### config.mk
export PLATFORM = sky130hd
export DESIGN_NAME = meter_event_irq
export DESIGN_NICKNAME = d
export VERILOG_FILES = /design/src/inc/meter_irq_pkg.sv /design/src/inc/meas_if.sv /design/src/rtl/seq_order_check.sv /design/src/rtl/mismatch_cmp.sv /design/src/rtl/meter_event_irq.sv
export SDC_FILE = /design/constraint.sdc
export NUM_CORES = 1
export LEC_CHECK = 0
export BUFFER_PORTS_ARGS = -buffer_cell sky130_fd_sc_hd__buf_2
export CAP_MARGIN = 25
export CORE_MARGIN = 1
export CORE_UTILIZATION = 55
export CTS_CLUSTER_DIAMETER = 30
export DETAILED_ROUTE_END_ITERATION = 7
export GPL_TIMING_DRIVEN = 1
export PLACE_DENSITY = 0.81
export SYNTH_ARGS = -nofsm -noshare
export SYNTH_HDL_FRONTEND = slang
export SYNTH_SLANG_ARGS = --single-unit
### constraint.sdc
create_clock -name SYS_CLK -period 3.7 [get_ports SYS_CLK]
set_clock_uncertainty 0.05 [all_clocks]
set_input_delay 0.555 -clock SYS_CLK [delete_from_list [all_inputs] [get_ports SYS_CLK]]
set_output_delay 0.555 -clock SYS_CLK [all_outputs]
set_load 0.02 [all_outputs]
### src/inc/meter_irq_pkg.sv
// constants, offsets and field positions for the metering event and interrupt block
// Contract
// - overvoltage sets bit 18, records phases 11:9
// - A rise then C rise sets bit 19
// - current magnitude mismatch over threshold sets bit 20
// - no neutral channel: mismatch bit reads zero
// - status bit 21 always reads one
// - status bit 22 always reads zero
// - current peak period end sets 23, captures peak
// - voltage peak period end sets 24, captures peak
// - status bits 31 to 25 read zero
// - mask 0: total active bit30 change interrupts
// - mask 1: fundamental active bit30 change interrupts
// - mask 2: total reactive bit30 change interrupts
// - mask 3: fundamental reactive bit30 change interrupts
// - mask 4: apparent energy bit30 change interrupts
// - mask 5: line cycle integration end interrupts
// - masks 6-8: phase active power sign change
// - mask 9: pulse one power sum sign change
// - absent measurement: mask writable, no effect
package meter_irq_pkg;
  // register indices; byte address is four times the index
  localparam logic [15:0] IDX_IRQ_ENABLE_MASK_LOW    = 16'hE50A; // irq_enable_mask_low
  localparam logic [15:0] IDX_EVENT_STATUS_SECOND  = 16'hE520; // event_status_second
  localparam logic [15:0] IDX_STATUS0  = 16'hE521; // sticky energy and sign events
  localparam logic [15:0] IDX_MASK1    = 16'hE522; // enables for status bits 18..24
  localparam logic [15:0] IDX_PHSTAT   = 16'hE523; // phase_status_register
  localparam logic [15:0] IDX_THRESH   = 16'hE524; // mismatch_threshold
  localparam logic [15:0] IDX_ACCUMULATION_MODE_REGISTER  = 16'hE525; // accumulation_mode_register
  localparam logic [15:0] IDX_CURPEAK  = 16'hE526; // current_peak_register
  localparam logic [15:0] IDX_VOLTPEAK = 16'hE527; // voltage_peak_register
  // widths
  localparam int ADR_W  = 18; // byte address width
  localparam int DATA_W = 24; // measurement sample width
  // second status register, stored as bits 18..24
  localparam int STAT1_LSB = 18;
  localparam int STAT1_W   = 7;
  localparam int B_OVER    = 18; // overvoltage_flag
  localparam int B_SEQ     = 19; // phase_sequence_error_flag
  localparam int B_MIS     = 20; // current_mismatch_flag
  localparam int B_RES1    = 21; // reserved, reads one
  localparam int B_RES0    = 22; // reserved, reads zero
  localparam int B_CPEAK   = 23; // current_peak_period_done
  localparam int B_VOLTAGE_PEAK_REGISTER   = 24; // voltage_peak_period_done
  localparam logic [6:0] STAT1_LIVE = 7'h67; // bits that hold flags
  localparam logic [6:0] STAT1_ONES = 7'h08; // bits that read one
  // first mask register bits
  localparam int IRQ_ENABLE_MASK_LOW_W   = 10;
  localparam int M_TOT_ACT = 0; // total_active_half_full_en
  localparam int M_FUN_ACT = 1; // fund_active_half_full_en
  localparam int M_TOT_REA = 2; // total_reactive_half_full_en
  localparam int M_FUN_REA = 3; // fund_reactive_half_full_en
  localparam int M_APPAR   = 4; // apparent_half_full_en
  localparam int M_LINE    = 5; // line_cycle_done_en
  localparam int M_SIGN_A  = 6; // phase_a_active_sign_en, b and c follow
  localparam int M_PSUM1   = 9; // pulse1_sum_sign_en
  // other fields
  localparam int PH_LSB      = 9;  // overvoltage_phase_field
  localparam int ACC_SEL_BIT = 6;  // active_sign_source_select
  localparam int ACC_LINE    = 0;  // line accumulation mode enable
  localparam int PEAK_PH_LSB = 24; // peak phase field
  // reset values
  localparam logic [9:0]  IRQ_ENABLE_MASK_LOW_RST  = 10'h000;
  localparam logic [6:0]  MASK1_RST  = 7'h00;
  localparam logic [23:0] THRESH_RST = 24'h000000;
endpackage : meter_irq_pkg

### src/inc/meas_if.sv
// carrier between the event block and its two checkers
`timescale 1ns/1ps
interface meas_if;
  logic [2:0]         zx_rise;    // rising zero crossings, c b a
  logic               seq_err;    // one-cycle sequence error
  logic signed [23:0] sum_cur;    // summed_phase_current
  logic signed [23:0] neut_cur;   // neutral_current_sample
  logic [23:0]        thresh;     // mismatch_threshold
  logic               samp_valid; // new current samples
  logic               mismatch;   // one-cycle mismatch event
  // event block side
  modport src (output zx_rise, sum_cur, neut_cur, thresh, samp_valid,
               input seq_err, mismatch);
  // sequence checker side
  modport seq (input zx_rise, output seq_err);
  // magnitude comparator side
  modport cmp (input sum_cur, neut_cur, thresh, samp_valid, output mismatch);
endinterface : meas_if

### src/rtl/seq_order_check.sv
// phase rotation checker on rising voltage zero crossings
`timescale 1ns/1ps
module seq_order_check (
  // clock and reset
  input wire logic clk,
  input wire logic rst_n,
  // crossings in, error out
  meas_if.seq      m
);
  typedef enum logic {WAIT_A, WAIT_BC} seq_st_t;
  typedef struct packed {
    seq_st_t st;  // waiting for a or for the next phase
    logic    err; // error pulse
  } seq_t;

  seq_t s;      // registered state
  seq_t next_s; // next state

  // next state: a re-arms, then b or c decides; b wins a tie
  always_comb begin
    next_s = s;
    next_s.err = 1'b0;
    unique case (s.st)
      WAIT_A: begin
        if (m.zx_rise[0]) begin
          next_s.st = WAIT_BC;
        end
      end
      WAIT_BC: begin
        if (m.zx_rise[0]) begin
          next_s.st = WAIT_BC; // fresh a restarts the window
        end else if (m.zx_rise[1]) begin
          next_s.st = WAIT_A; // correct rotation
        end else if (m.zx_rise[2]) begin
          next_s.st = WAIT_A;
          next_s.err = 1'b1;
        end
      end
    endcase
  end

  // state register
  always_ff @(posedge clk or negedge rst_n) begin
    if (!rst_n) begin
      s <= '{st: WAIT_A, err: 1'b0};
    end else begin
      s <= next_s;
    end
  end

  assign m.seq_err = s.err;
endmodule : seq_order_check

### src/rtl/mismatch_cmp.sv
// compares summed phase current and neutral current magnitudes
`timescale 1ns/1ps
module mismatch_cmp (
  // clock and reset
  input wire logic clk,
  input wire logic rst_n,
  // samples in, event out
  meas_if.cmp      m
);
  typedef struct packed {
    logic mis; // mismatch pulse
  } cmp_t;

  cmp_t s;      // registered state
  cmp_t next_s; // next state
  logic signed [24:0] diff; // signed magnitude difference

  // magnitude of a signed sample; full scale negative still fits
  function automatic logic [23:0] mag(input logic signed [23:0] v);
    mag = v[23] ? 24'(-v) : 24'(v);
  endfunction : mag

  // difference of magnitudes compared with the threshold
  always_comb begin
    diff = $signed({1'b0, mag(m.sum_cur)}) - $signed({1'b0, mag(m.neut_cur)});
    next_s.mis = m.samp_valid && !diff[24] && (diff[23:0] > m.thresh);
  end

  // state register
  always_ff @(posedge clk or negedge rst_n) begin
    if (!rst_n) begin
      s <= '{mis: 1'b0};
    end else begin
      s <= next_s;
    end
  end

  assign m.mismatch = s.mis;
endmodule : mismatch_cmp

### src/rtl/meter_event_irq.sv
// event status, interrupt mask and wishbone slave for the metering dsp
//
// The implementer's own choice: the Wishbone slave port.
`timescale 1ns/1ps
module meter_event_irq #(
  parameter bit HAS_NEUTRAL  = 1'b1, // neutral current channel fitted
  parameter bit HAS_FUND     = 1'b1, // fundamental measurements fitted
  parameter bit HAS_REACTIVE = 1'b1  // reactive measurements fitted
) (
  // clock and reset
  input  wire logic        SYS_CLK,
  input  wire logic        RST_N,
  // wishbone slave
  input  wire logic        WB_CYC_I,
  input  wire logic        WB_STB_I,
  input  wire logic        WB_WE_I,
  input  wire logic [3:0]  WB_SEL_I,
  input  wire logic [17:0] WB_ADR_I,
  input  wire logic [31:0] WB_DAT_I,
  output logic      [31:0] WB_DAT_O,
  output logic             WB_ACK_O,
  // interrupt
  output logic             IRQ,
  // voltage events
  input  wire logic        OVERVOLT_EVT,
  input  wire logic [2:0]  OVERVOLT_PHASES,
  input  wire logic [2:0]  ZERO_CROSS_RISE,
  // current samples
  input  wire logic [23:0] SUM_CURRENT,
  input  wire logic [23:0] NEUTRAL_CURRENT,
  input  wire logic        CURRENT_SAMPLE_VALID,
  // peak detection
  input  wire logic        CUR_PEAK_DONE,
  input  wire logic [23:0] CUR_PEAK_VALUE,
  input  wire logic [2:0]  CUR_PEAK_PHASE,
  input  wire logic        VOLT_PEAK_DONE,
  input  wire logic [23:0] VOLT_PEAK_VALUE,
  input  wire logic [2:0]  VOLT_PEAK_PHASE,
  // energy and power
  input  wire logic [14:0] ENERGY_BIT30,
  input  wire logic        LINE_CYCLE_DONE,
  input  wire logic [2:0]  ACTIVE_SIGN_TOTAL,
  input  wire logic [2:0]  ACTIVE_SIGN_FUND,
  input  wire logic        PULSE1_SUM_SIGN
);
  // stored flag positions inside the second status register
  localparam int S_OVER  = meter_irq_pkg::B_OVER - meter_irq_pkg::STAT1_LSB;
  localparam int S_SEQ   = meter_irq_pkg::B_SEQ - meter_irq_pkg::STAT1_LSB;
  localparam int S_MIS   = meter_irq_pkg::B_MIS - meter_irq_pkg::STAT1_LSB;
  localparam int S_CPEAK = meter_irq_pkg::B_CPEAK - meter_irq_pkg::STAT1_LSB;
  localparam int S_VOLTAGE_PEAK_REGISTER = meter_irq_pkg::B_VOLTAGE_PEAK_REGISTER - meter_irq_pkg::STAT1_LSB;

  typedef struct packed {
    logic [9:0]  irq_enable_mask_low;     // irq_enable_mask_low
    logic [9:0]  stat0;     // sticky energy and sign events
    logic [6:0]  mask1;     // enables for bits 18..24
    logic [6:0]  stat1;     // event_status_second bits 18..24
    logic [2:0]  ov_phases; // overvoltage_phase_field
    logic [23:0] thresh;    // mismatch_threshold
    logic        sign_sel;  // active_sign_source_select
    logic        line_mode; // line accumulation mode
    logic [26:0] cpeak;     // current_peak_register
    logic [26:0] voltage_peak_register;     // voltage_peak_register
    logic [14:0] prev_b30;  // last seen energy bit 30
    logic [2:0]  prev_sign; // last seen phase power sign
    logic        prev_sum;  // last seen pulse one sum sign
    logic [31:0] dat;       // read data
    logic        ack;       // bus acknowledge
    logic        irq;       // interrupt level
    logic        st1_rd;    // answering a read of the second status register
  } evt_t;

  evt_t        s;      // registered state
  evt_t        next_s; // next state
  logic        go;     // new bus request this cycle
  logic        wr;     // write request
  logic [15:0] idx;    // word index
  logic [31:0] bm;     // byte lane mask
  logic [31:0] rd;     // read mux
  logic [9:0]  set0;   // events for the first status group
  logic [9:0]  clr0;   // write-one clears
  logic [6:0]  set1;   // events for the second status group
  logic [6:0]  clr1;   // write-one clears
  logic [4:0]  kind_on; // energy kinds present in this variant
  logic [2:0]  sign_now; // selected phase power sign
  logic [31:0] mask1_wr; // mask1 write merged into its byte lanes

  meas_if m (); // carrier to the checkers

  // feed the checkers
  assign m.zx_rise    = ZERO_CROSS_RISE;
  assign m.sum_cur    = SUM_CURRENT;
  assign m.neut_cur   = NEUTRAL_CURRENT;
  assign m.thresh     = s.thresh;
  assign m.samp_valid = CURRENT_SAMPLE_VALID;

  // phase rotation checker
  seq_order_check u_seq (
    .clk   (SYS_CLK),
    .rst_n (RST_N),
    .m     (m)
  );

  // magnitude comparator
  mismatch_cmp u_cmp (
    .clk   (SYS_CLK),
    .rst_n (RST_N),
    .m     (m)
  );

  // expand byte enables to a bit mask
  function automatic logic [31:0] lane_mask(input logic [3:0] sel);
    lane_mask = {{8{sel[3]}}, {8{sel[2]}}, {8{sel[1]}}, {8{sel[0]}}};
  endfunction : lane_mask

  // byte-lane merge of a write into a stored word
  function automatic logic [31:0] merge(input logic [31:0] old, input logic [31:0] wd,
                                        input logic [31:0] msk);
    merge = (old & ~msk) | (wd & msk);
  endfunction : merge

  // absent kinds never raise an event, so their mask bits do nothing
  assign kind_on = {1'b1, HAS_REACTIVE & HAS_FUND, HAS_REACTIVE, HAS_FUND, 1'b1};
  // power sign source: total or fundamental
  assign sign_now = s.sign_sel ? ACTIVE_SIGN_FUND : ACTIVE_SIGN_TOTAL;
  // mask1 sits at bits 18..24, so merge at its bus position first
  assign mask1_wr = merge({7'h00, s.mask1, 18'h0}, WB_DAT_I, bm);

  // bus decode and read mux from the current state
  always_comb begin
    go  = WB_CYC_I && WB_STB_I && !s.ack;
    wr  = go && WB_WE_I;
    idx = WB_ADR_I[17:2];
    bm  = lane_mask(WB_SEL_I);
    rd  = 32'h0000_0000;
    case (idx)
      meter_irq_pkg::IDX_IRQ_ENABLE_MASK_LOW: begin
        rd[9:0] = s.irq_enable_mask_low;
      end
      meter_irq_pkg::IDX_EVENT_STATUS_SECOND: begin
        // reserved bits are forced, upper bits stay zero
        rd[meter_irq_pkg::STAT1_LSB +: meter_irq_pkg::STAT1_W] =
          (s.stat1 & meter_irq_pkg::STAT1_LIVE) | meter_irq_pkg::STAT1_ONES;
      end
      meter_irq_pkg::IDX_STATUS0: begin
        rd[9:0] = s.stat0;
      end
      meter_irq_pkg::IDX_MASK1: begin
        rd[meter_irq_pkg::STAT1_LSB +: meter_irq_pkg::STAT1_W] = s.mask1;
      end
      meter_irq_pkg::IDX_PHSTAT: begin
        rd[meter_irq_pkg::PH_LSB +: 3] = s.ov_phases;
      end
      meter_irq_pkg::IDX_THRESH: begin
        rd[23:0] = s.thresh;
      end
      meter_irq_pkg::IDX_ACCUMULATION_MODE_REGISTER: begin
        rd[meter_irq_pkg::ACC_SEL_BIT] = s.sign_sel;
        rd[meter_irq_pkg::ACC_LINE]    = s.line_mode;
      end
      meter_irq_pkg::IDX_CURPEAK: begin
        rd[26:0] = s.cpeak;
      end
      meter_irq_pkg::IDX_VOLTPEAK: begin
        rd[26:0] = s.voltage_peak_register;
      end
      default: begin
        rd = 32'h0000_0000; // unmapped reads zero, still acknowledged
      end
    endcase
  end

  // event detection, set has priority over a same-cycle clear
  always_comb begin
    set1 = 7'h00;
    set1[S_OVER]  = OVERVOLT_EVT;
    set1[S_SEQ]   = m.seq_err;
    set1[S_MIS]   = m.mismatch && HAS_NEUTRAL;
    set1[S_CPEAK] = CUR_PEAK_DONE;
    set1[S_VOLTAGE_PEAK_REGISTER] = VOLT_PEAK_DONE;
    set0 = 10'h000;
    // any of three phases toggling bit 30 of an accumulator kind
    for (int k = 0; k < 5; k++) begin
      set0[k] = kind_on[k] && |(ENERGY_BIT30[k*3 +: 3] ^ s.prev_b30[k*3 +: 3]);
    end
    set0[meter_irq_pkg::M_LINE] = LINE_CYCLE_DONE && s.line_mode;
    set0[meter_irq_pkg::M_SIGN_A +: 3] = sign_now ^ s.prev_sign;
    set0[meter_irq_pkg::M_PSUM1] = PULSE1_SUM_SIGN ^ s.prev_sum;
    clr0 = 10'h000;
    clr1 = 7'h00;
    if (wr && idx == meter_irq_pkg::IDX_STATUS0) begin
      clr0 = WB_DAT_I[9:0] & bm[9:0];
    end
    if (wr && idx == meter_irq_pkg::IDX_EVENT_STATUS_SECOND) begin
      clr1 = WB_DAT_I[meter_irq_pkg::STAT1_LSB +: meter_irq_pkg::STAT1_W]
           & bm[meter_irq_pkg::STAT1_LSB +: meter_irq_pkg::STAT1_W];
    end
  end

  // next state: registers, flags, history, bus answer, interrupt
  always_comb begin
    next_s = s;
    // writable registers honour byte lanes
    if (wr) begin
      case (idx)
        meter_irq_pkg::IDX_IRQ_ENABLE_MASK_LOW: begin
          next_s.irq_enable_mask_low = 10'(merge({22'h0, s.irq_enable_mask_low}, WB_DAT_I, bm));
        end
        meter_irq_pkg::IDX_MASK1: begin
          next_s.mask1 = mask1_wr[24:18];
        end
        meter_irq_pkg::IDX_THRESH: begin
          next_s.thresh = 24'(merge({8'h00, s.thresh}, WB_DAT_I, bm));
        end
        meter_irq_pkg::IDX_ACCUMULATION_MODE_REGISTER: begin
          if (WB_SEL_I[0]) begin
            next_s.sign_sel  = WB_DAT_I[meter_irq_pkg::ACC_SEL_BIT];
            next_s.line_mode = WB_DAT_I[meter_irq_pkg::ACC_LINE];
          end
        end
        default: begin
          next_s.dat = s.dat; // other writes store nothing here; status writes clear flags below
        end
      endcase
    end
    // sticky flags
    next_s.stat0 = (s.stat0 & ~clr0) | set0;
    next_s.stat1 = ((s.stat1 & ~clr1) | set1) & meter_irq_pkg::STAT1_LIVE;
    // phase field follows the overvoltage flag and clears with it
    next_s.ov_phases = (s.ov_phases & ~{3{clr1[S_OVER]}})
                     | (OVERVOLT_EVT ? OVERVOLT_PHASES : 3'h0);
    // peak capture at the end of each detection period
    if (CUR_PEAK_DONE) begin
      next_s.cpeak = {CUR_PEAK_PHASE, CUR_PEAK_VALUE};
    end
    if (VOLT_PEAK_DONE) begin
      next_s.voltage_peak_register = {VOLT_PEAK_PHASE, VOLT_PEAK_VALUE};
    end
    // history for change detection; a source switch may raise sign events on up to three phases
    next_s.prev_b30  = ENERGY_BIT30;
    next_s.prev_sign = sign_now;
    next_s.prev_sum  = PULSE1_SUM_SIGN;
    // one-cycle acknowledge with registered read data
    next_s.ack = go;
    next_s.dat = (go && !WB_WE_I) ? rd : 32'h0000_0000;
    // remembers which register the coming answer belongs to
    next_s.st1_rd = go && !WB_WE_I && idx == meter_irq_pkg::IDX_EVENT_STATUS_SECOND;
    // level interrupt from the flags as they will stand
    next_s.irq = |(next_s.stat0 & next_s.irq_enable_mask_low)
              || |(next_s.stat1 & next_s.mask1 & meter_irq_pkg::STAT1_LIVE);
  end

  // state register
  always_ff @(posedge SYS_CLK or negedge RST_N) begin
    if (!RST_N) begin
      s <= '{irq_enable_mask_low: meter_irq_pkg::IRQ_ENABLE_MASK_LOW_RST, mask1: meter_irq_pkg::MASK1_RST,
             thresh: meter_irq_pkg::THRESH_RST, default: '0};
    end else begin
      s <= next_s;
    end
  end

  // outputs straight from the state register
  assign WB_DAT_O = s.dat;
  assign WB_ACK_O = s.ack;
  assign IRQ      = s.irq;

  // status read helper
  logic st1_rd; // acknowledged read of the second status register
  assign st1_rd = s.st1_rd;
endmodule : meter_event_irq

Word-level counts from Yosys, hierarchy flattened
Cells that the tools add are included. W data, S select, Z words.

Register bits: 166. Bits of input ports: 194. Output and inout bits: 34. Word-level logic and storage cells: 112.

Add/sub/neg operators: 3. Magnitude comparators: 1. Equal/unequal tests: 9. Mux-type cells: 29. Bitwise logic cells: 29. Reductions and logical operators: 22.

Operators with widths (number): $eq A16 B16 Y1 const B (9); $and A25 B25 Y25 (2); $mux W24 (2); $neg A24 Y24 (2); $and A10 B10 Y10 (4); $mux W10 (3); $pmux W6 S5 (1); $mux W27 (1); $not A25 Y25 (1); $or A25 B25 Y25 (1); $pmux W5 S5 (1); $sub A24 B24 Y25 (1); $and A24 B24 Y24 (1); $gt A24 B24 Y1 (1); $or A24 B24 Y24 (1); $and A7 B7 Y7 (3); $mux W7 (3); $or A10 B10 Y10 (2); $pmux W1 S6 (3); $pmux W6 S3 (1); $xor A3 B3 Y3 (6); $reduce_or A3 Y1 (5); $not A10 Y10 (1); $pmux W2 S5 (1); 21 further kinds (37).

Depth between registers and ports, before layout
Depth in word-level cells: 11. Depth in mapped cells: 23. Depth with buffers taken out: 23.

Cells and area by module
Synthesis repeated with hierarchy kept, for this count alone.

Cell total of the unflattened synthesis: 988. Area total of the unflattened synthesis: 10103.4 sq um.

Modules (own cells, without submodules): meter_event_irq (times used 1, cells an instance 572, area an instance 7158.1 sq um, seq. area each 4078.9 sq um); mismatch_cmp (times used 1, cells an instance 411, area an instance 2861.5 sq um, seq. area each 25.0 sq um); seq_order_check (times used 1, cells an instance 5, area an instance 83.8 sq um, seq. area each 50.0 sq um).

Worst setup path after synthesis
OpenSTA, ideal clock, no wires.

Path kind: input -> register. Start point: input port NEUTRAL_CURRENT[1]. End point: register u_cmp.s, in the netlist u_cmp.m.mismatch. Setup time: 0.135 ns. Data arrival time: 4.988 ns. Data required time: 3.515 ns. Setup slack: -1.473 ns. Cell stages on the path: 21. Path buffers: 0. Path through: or3_1 -> nand2b_1 -> or4_1 -> or3_1 -> o21ai_1 -> xor2_1 -> ha_1 -> a21o_1 -> o21a_1 -> o2111ai_1 -> a21oi_1 -> nor4_1 -> xnor2_1 -> ha_1 -> nand2_1 -> nor4_1 -> nand4_1 -> or3_1 -> o311ai_0 -> o21bai_1 -> o41ai_1.

Word-level cells in the longest chain between the ends: 6. Elaborated cells on any way between the ends: 7. Classes of those cells: add/sub: 2; order compare: 1; mux: 1; reduce/logical: 3.

RTL lines: from (decl) (RTL line meter_event_irq.sv:30) `input wire logic [23:0] NEUTRAL_CURRENT,`; $neg A24 Y24 (RTL line mismatch_cmp.sv:20) `mag = v[23] ? 24'(-v) : 24'(v);`; $mux W24 * (RTL line mismatch_cmp.sv:20); $sub A24 B24 Y25 * (RTL line mismatch_cmp.sv:25) `diff = $signed({1'b0, mag(m.sum_cur)}) - $signed({1'b0, mag(m.neut_cur)});`; branches (longest 2 deep; another with $gt A24 B24 Y1); $logic_and A1 B1 Y1 * (RTL line mismatch_cmp.sv:26) `next_s.mis = m.samp_valid && !diff[24] && (diff[23:0] > m.thresh);`; via u_cmp.next_s (RTL line mismatch_cmp.sv:15) `cmp_t next_s;`; to (signal assigned) (RTL line mismatch_cmp.sv:32) `s <= '{mis: 1'b0};`; to (signal assigned) (RTL line mismatch_cmp.sv:34) `s <= next_s;`; to (decl) (RTL line mismatch_cmp.sv:14) `cmp_t s;`.

Mark *: on every way through the listed nets, which the timed path passes. A chain may end at the register's enable or synchronous reset.

Worst setup path in the final report
Ends and elaborated chain as after synthesis.

==> flow_metrics.env <==
export IMPL_synth_ff_type="dfrtp_1"
export IMPL_die_area_mm2=0.0185
export IMPL_drc=0
export IMPL_fin_crit_sh_pct=133
export IMPL_clock_sinks=166
export IMPL_clk_latency_ps=430
export IMPL_timing_rr_end="IRQ"
export IMPL_rrSetupSlack_ps=700
export IMPL_drt_iter0_drc=867
export IMPL_core_area_mm2=0.0174
export IMPL_grt_overflow_total=0
export IMPL_start_util_pct=56.8
export IMPL_async_flop_share_pct=100
export IMPL_hold_class="in -> async"
export IMPL_nets=1495
export IMPL_mostFrequentLayoutCell="buf_2"
export IMPL_pwr_share_comb_pct=26.4
export IMPL_postSynthCellCount=944
export IMPL_grt_pass1_wl_um=41900
export IMPL_cts_buffers=17
export IMPL_reg2regPathDepth=8
export IMPL_dp_hpwl_um=20600
export IMPL_p_sw_share_pct=28.9
export IMPL_antenna_left=0
export IMPL_numPortBuffers=213
export IMPL_setup_viol=1
export IMPL_clockPowerShare_pct=36.1
export IMPL_synth_area_mm2=0.00990
export IMPL_ir_drop_uv=429
export IMPL_final_cells=1491
export IMPL_whs_ps=154
export IMPL_place_gp_congestion=0.906
export IMPL_avgSynthCellArea_um2=10.5
export IMPL_outcome="complete, but fails checks"
export IMPL_cellPowerDensity_mw_per_mm2=408
export IMPL_wl_um=26600
export IMPL_fmax_mhz=203
export IMPL_violations="setup timing"
export IMPL_slowest_stage="or4_4"
export IMPL_cp_arrival_ps=5190
export IMPL_crit_path_end_kind="flop"
export IMPL_worstPathMaxFanout=5
export IMPL_synth_edff_count=0
export IMPL_critical_path_required_ps=3960
export IMPL_finalHoldViolCount=0
export IMPL_crit_buf_inv=2
export IMPL_period_minus_slack_ps=4920
export IMPL_worstSetupStartpointType="input port"
export IMPL_area_growth_pct=27.7
export IMPL_setup_slack_ps=-1220
export IMPL_ios=228
export IMPL_yosys_warnings=0
export IMPL_h_tree_depth=4
export IMPL_tightestPinTransition_ps=915
export IMPL_grtUsageTotal_pct=29.4
export IMPL_switchingPower_uw=1490
export IMPL_dp_cells=1456
export IMPL_antenna_found_initial=2
export IMPL_power_leakage_uw=0.00591
export IMPL_maxSlewViolCount=0
export IMPL_critPathMaxStageDelay_ps=440
export IMPL_cts_root_buf="clkbuf_16"
export IMPL_crit_type="in -> reg"
export IMPL_yosys_cell_types_count=67
export IMPL_yosysSeqAreaShare_pct=42.0
export IMPL_grt_max_degree=93
export IMPL_reg2reg_from="WB_ACK_O"
export IMPL_drt_pass1_iter_count=6
export IMPL_path_delay_family="simple AND/OR/NAND/NOR gates"
export IMPL_grt_pass1_vias=8735
export IMPL_max_clock_path_buffers=2
export IMPL_p_int_uw=3670
export IMPL_die_y_um=136
export IMPL_synth_seq_cells=166
export IMPL_rows=48
export IMPL_seqPwrFrac_pct=37.5
export IMPL_final_cell_mix="buf_2 (212), dfrtp_1 (166), buf_4 (130)"
export IMPL_rsz0062_at_grt="true"
export IMPL_cts_setup_buffers=0
export IMPL_slew_headroom_pct=38.4
export IMPL_cts_tree="yes"
export IMPL_die_w_um=136
export IMPL_wl_per_cell_um=17.8
export IMPL_vias_per_cell=5.80
export IMPL_via_count=8648
export IMPL_crit_chain="buf_2, or3_1, nand2b_1, or4_4, or3_4, or3_1, buf_4, o31ai_1, xor2_1, ha_1, a21oi_1, o21bai_1, o31a_1, ha_1, and4_1, nand4_1, or3_4, o311ai_2, o21bai_4, o41ai_2"
export IMPL_maxCapViolCount=0
export IMPL_clkTransAtPathRegs_ps=70
export IMPL_fillerInstances=1222
export IMPL_drive_gt1_share_pct=39.8
[final cells by class]
class	instances	area, µm²	share of cell area (%)
inverters	40	150	1.19
well taps	225	282	2.23
flip-flops and latches	166	4150	32.9
diodes	3	7.51	0.0594
clock buffers	17	425	3.37
repair buffers	344	2070	16.4
clock inverters	15	194	1.53
multi-input cells	681	5360	42.4
[cell families after synthesis]
logic type / Yosys count / synth area share (%)
and+or+nand+nor: 231 / 12.5
AOI/OAI and AO/OA: 209 / 14.9
DFF: 166 / 42.0
muxes: 103 / 11.7
buffers and inverters: 101 / 5.08
xor gates and xnor gates: 82 / 7.26
adders and majority gates: 51 / 6.52
other: 1 / 0.0379
[cells in the mapped netlist (18+ instances only)]
master    instances  area [µm²]
a21oi_1          48         240
xnor2_1          38         333
inv_1            40         150
dfrtp_1         166        4150
mux2_2          102        1150
a222oi_1         23         230
clkbuf_1         23        86.3
o21ai_0          28         140
ha_1             50         626
o31ai_1          18         135
buf_4            32         240
nand2_1          73         274
nor2_1           37         139
xor2_1           44         385
[routing by layer]
metal,up-vias,global-route usage [%],share of wire (%)
li1,4045,-,-
met1,4201,35.6,40
met2,340,50.3,50
met3,62,6.56,6.9
met4,0,11.9,3.1
met5,-,0,0
[worst reg2reg max path, cell delays in order, from the launching register on]
cell,delay (ps)
dfrtp_1,410
and4b_1,280
buf_4,160
nand2_1,120
nor3_2,410
nand2_1,100
a2111o_1,480
a2111o_1,370
or4_1,470
[worst max path at each step]
| stage | startpoint | slack (ps) | cells past startpoint | end |
|---|---|---|---|---|
| 2_1_floorplan | NEUTRAL_CURRENT[1] | -1270 | 20 | u_cmp.m.mismatch |
| 3_3_place_gp | NEUTRAL_CURRENT[1] | -1590 | 20 | u_cmp.m.mismatch |
| 3_5_place_dp | NEUTRAL_CURRENT[1] | -1830 | 20 | u_cmp.m.mismatch |
| 4_1_cts | NEUTRAL_CURRENT[1] | -1210 | 22 | u_cmp.m.mismatch |
| 5_1_grt | NEUTRAL_CURRENT[1] | -1500 | 22 | u_cmp.m.mismatch |
| 6_report | NEUTRAL_CURRENT[1] | -1220 | 20 | u_cmp.m.mismatch |
[stage by stage]
step | util [%] | instance area [µm²] | TNS [ps] | total power (µW) | worst slack [ps]
floorplan | - | 9950 | -1270 | 2710 | -1270
global placement | 68.6 | 12000 | -1590 | 3260 | -1590
detailed placement | 68.6 | 12000 | -1830 | 3290 | -1830
CTS | 72.4 | 12600 | -1210 | 5160 | -1210
global route | 72.6 | 12600 | -1500 | 5400 | -1500
finish | 72.6 | 12600 | -1220 | 5160 | -1220
[power groups by stage]
stage | Clock, µW | Sequential [µW] | Combinational (µW)
floorplan | 0 | 1950 | 765
global placement | 0 | 1960 | 1300
detailed placement | 0 | 1960 | 1330
CTS | 1870 | 1930 | 1360
global route | 1950 | 1940 | 1510
finish | 1860 | 1930 | 1360
[what timing repair did]
| item | in CTS | in global routing |
|---|---|---|
| pin swaps | 0 | 0 |
| endpoints found under the setup margin | 1 | 1 |
| resized for setup | 7 | 4 |
| hold buffers | 0 | 0 |
| endpoints found under the hold margin | 0 | 0 |
Note: power is estimated with default switching activity, not from simulation.
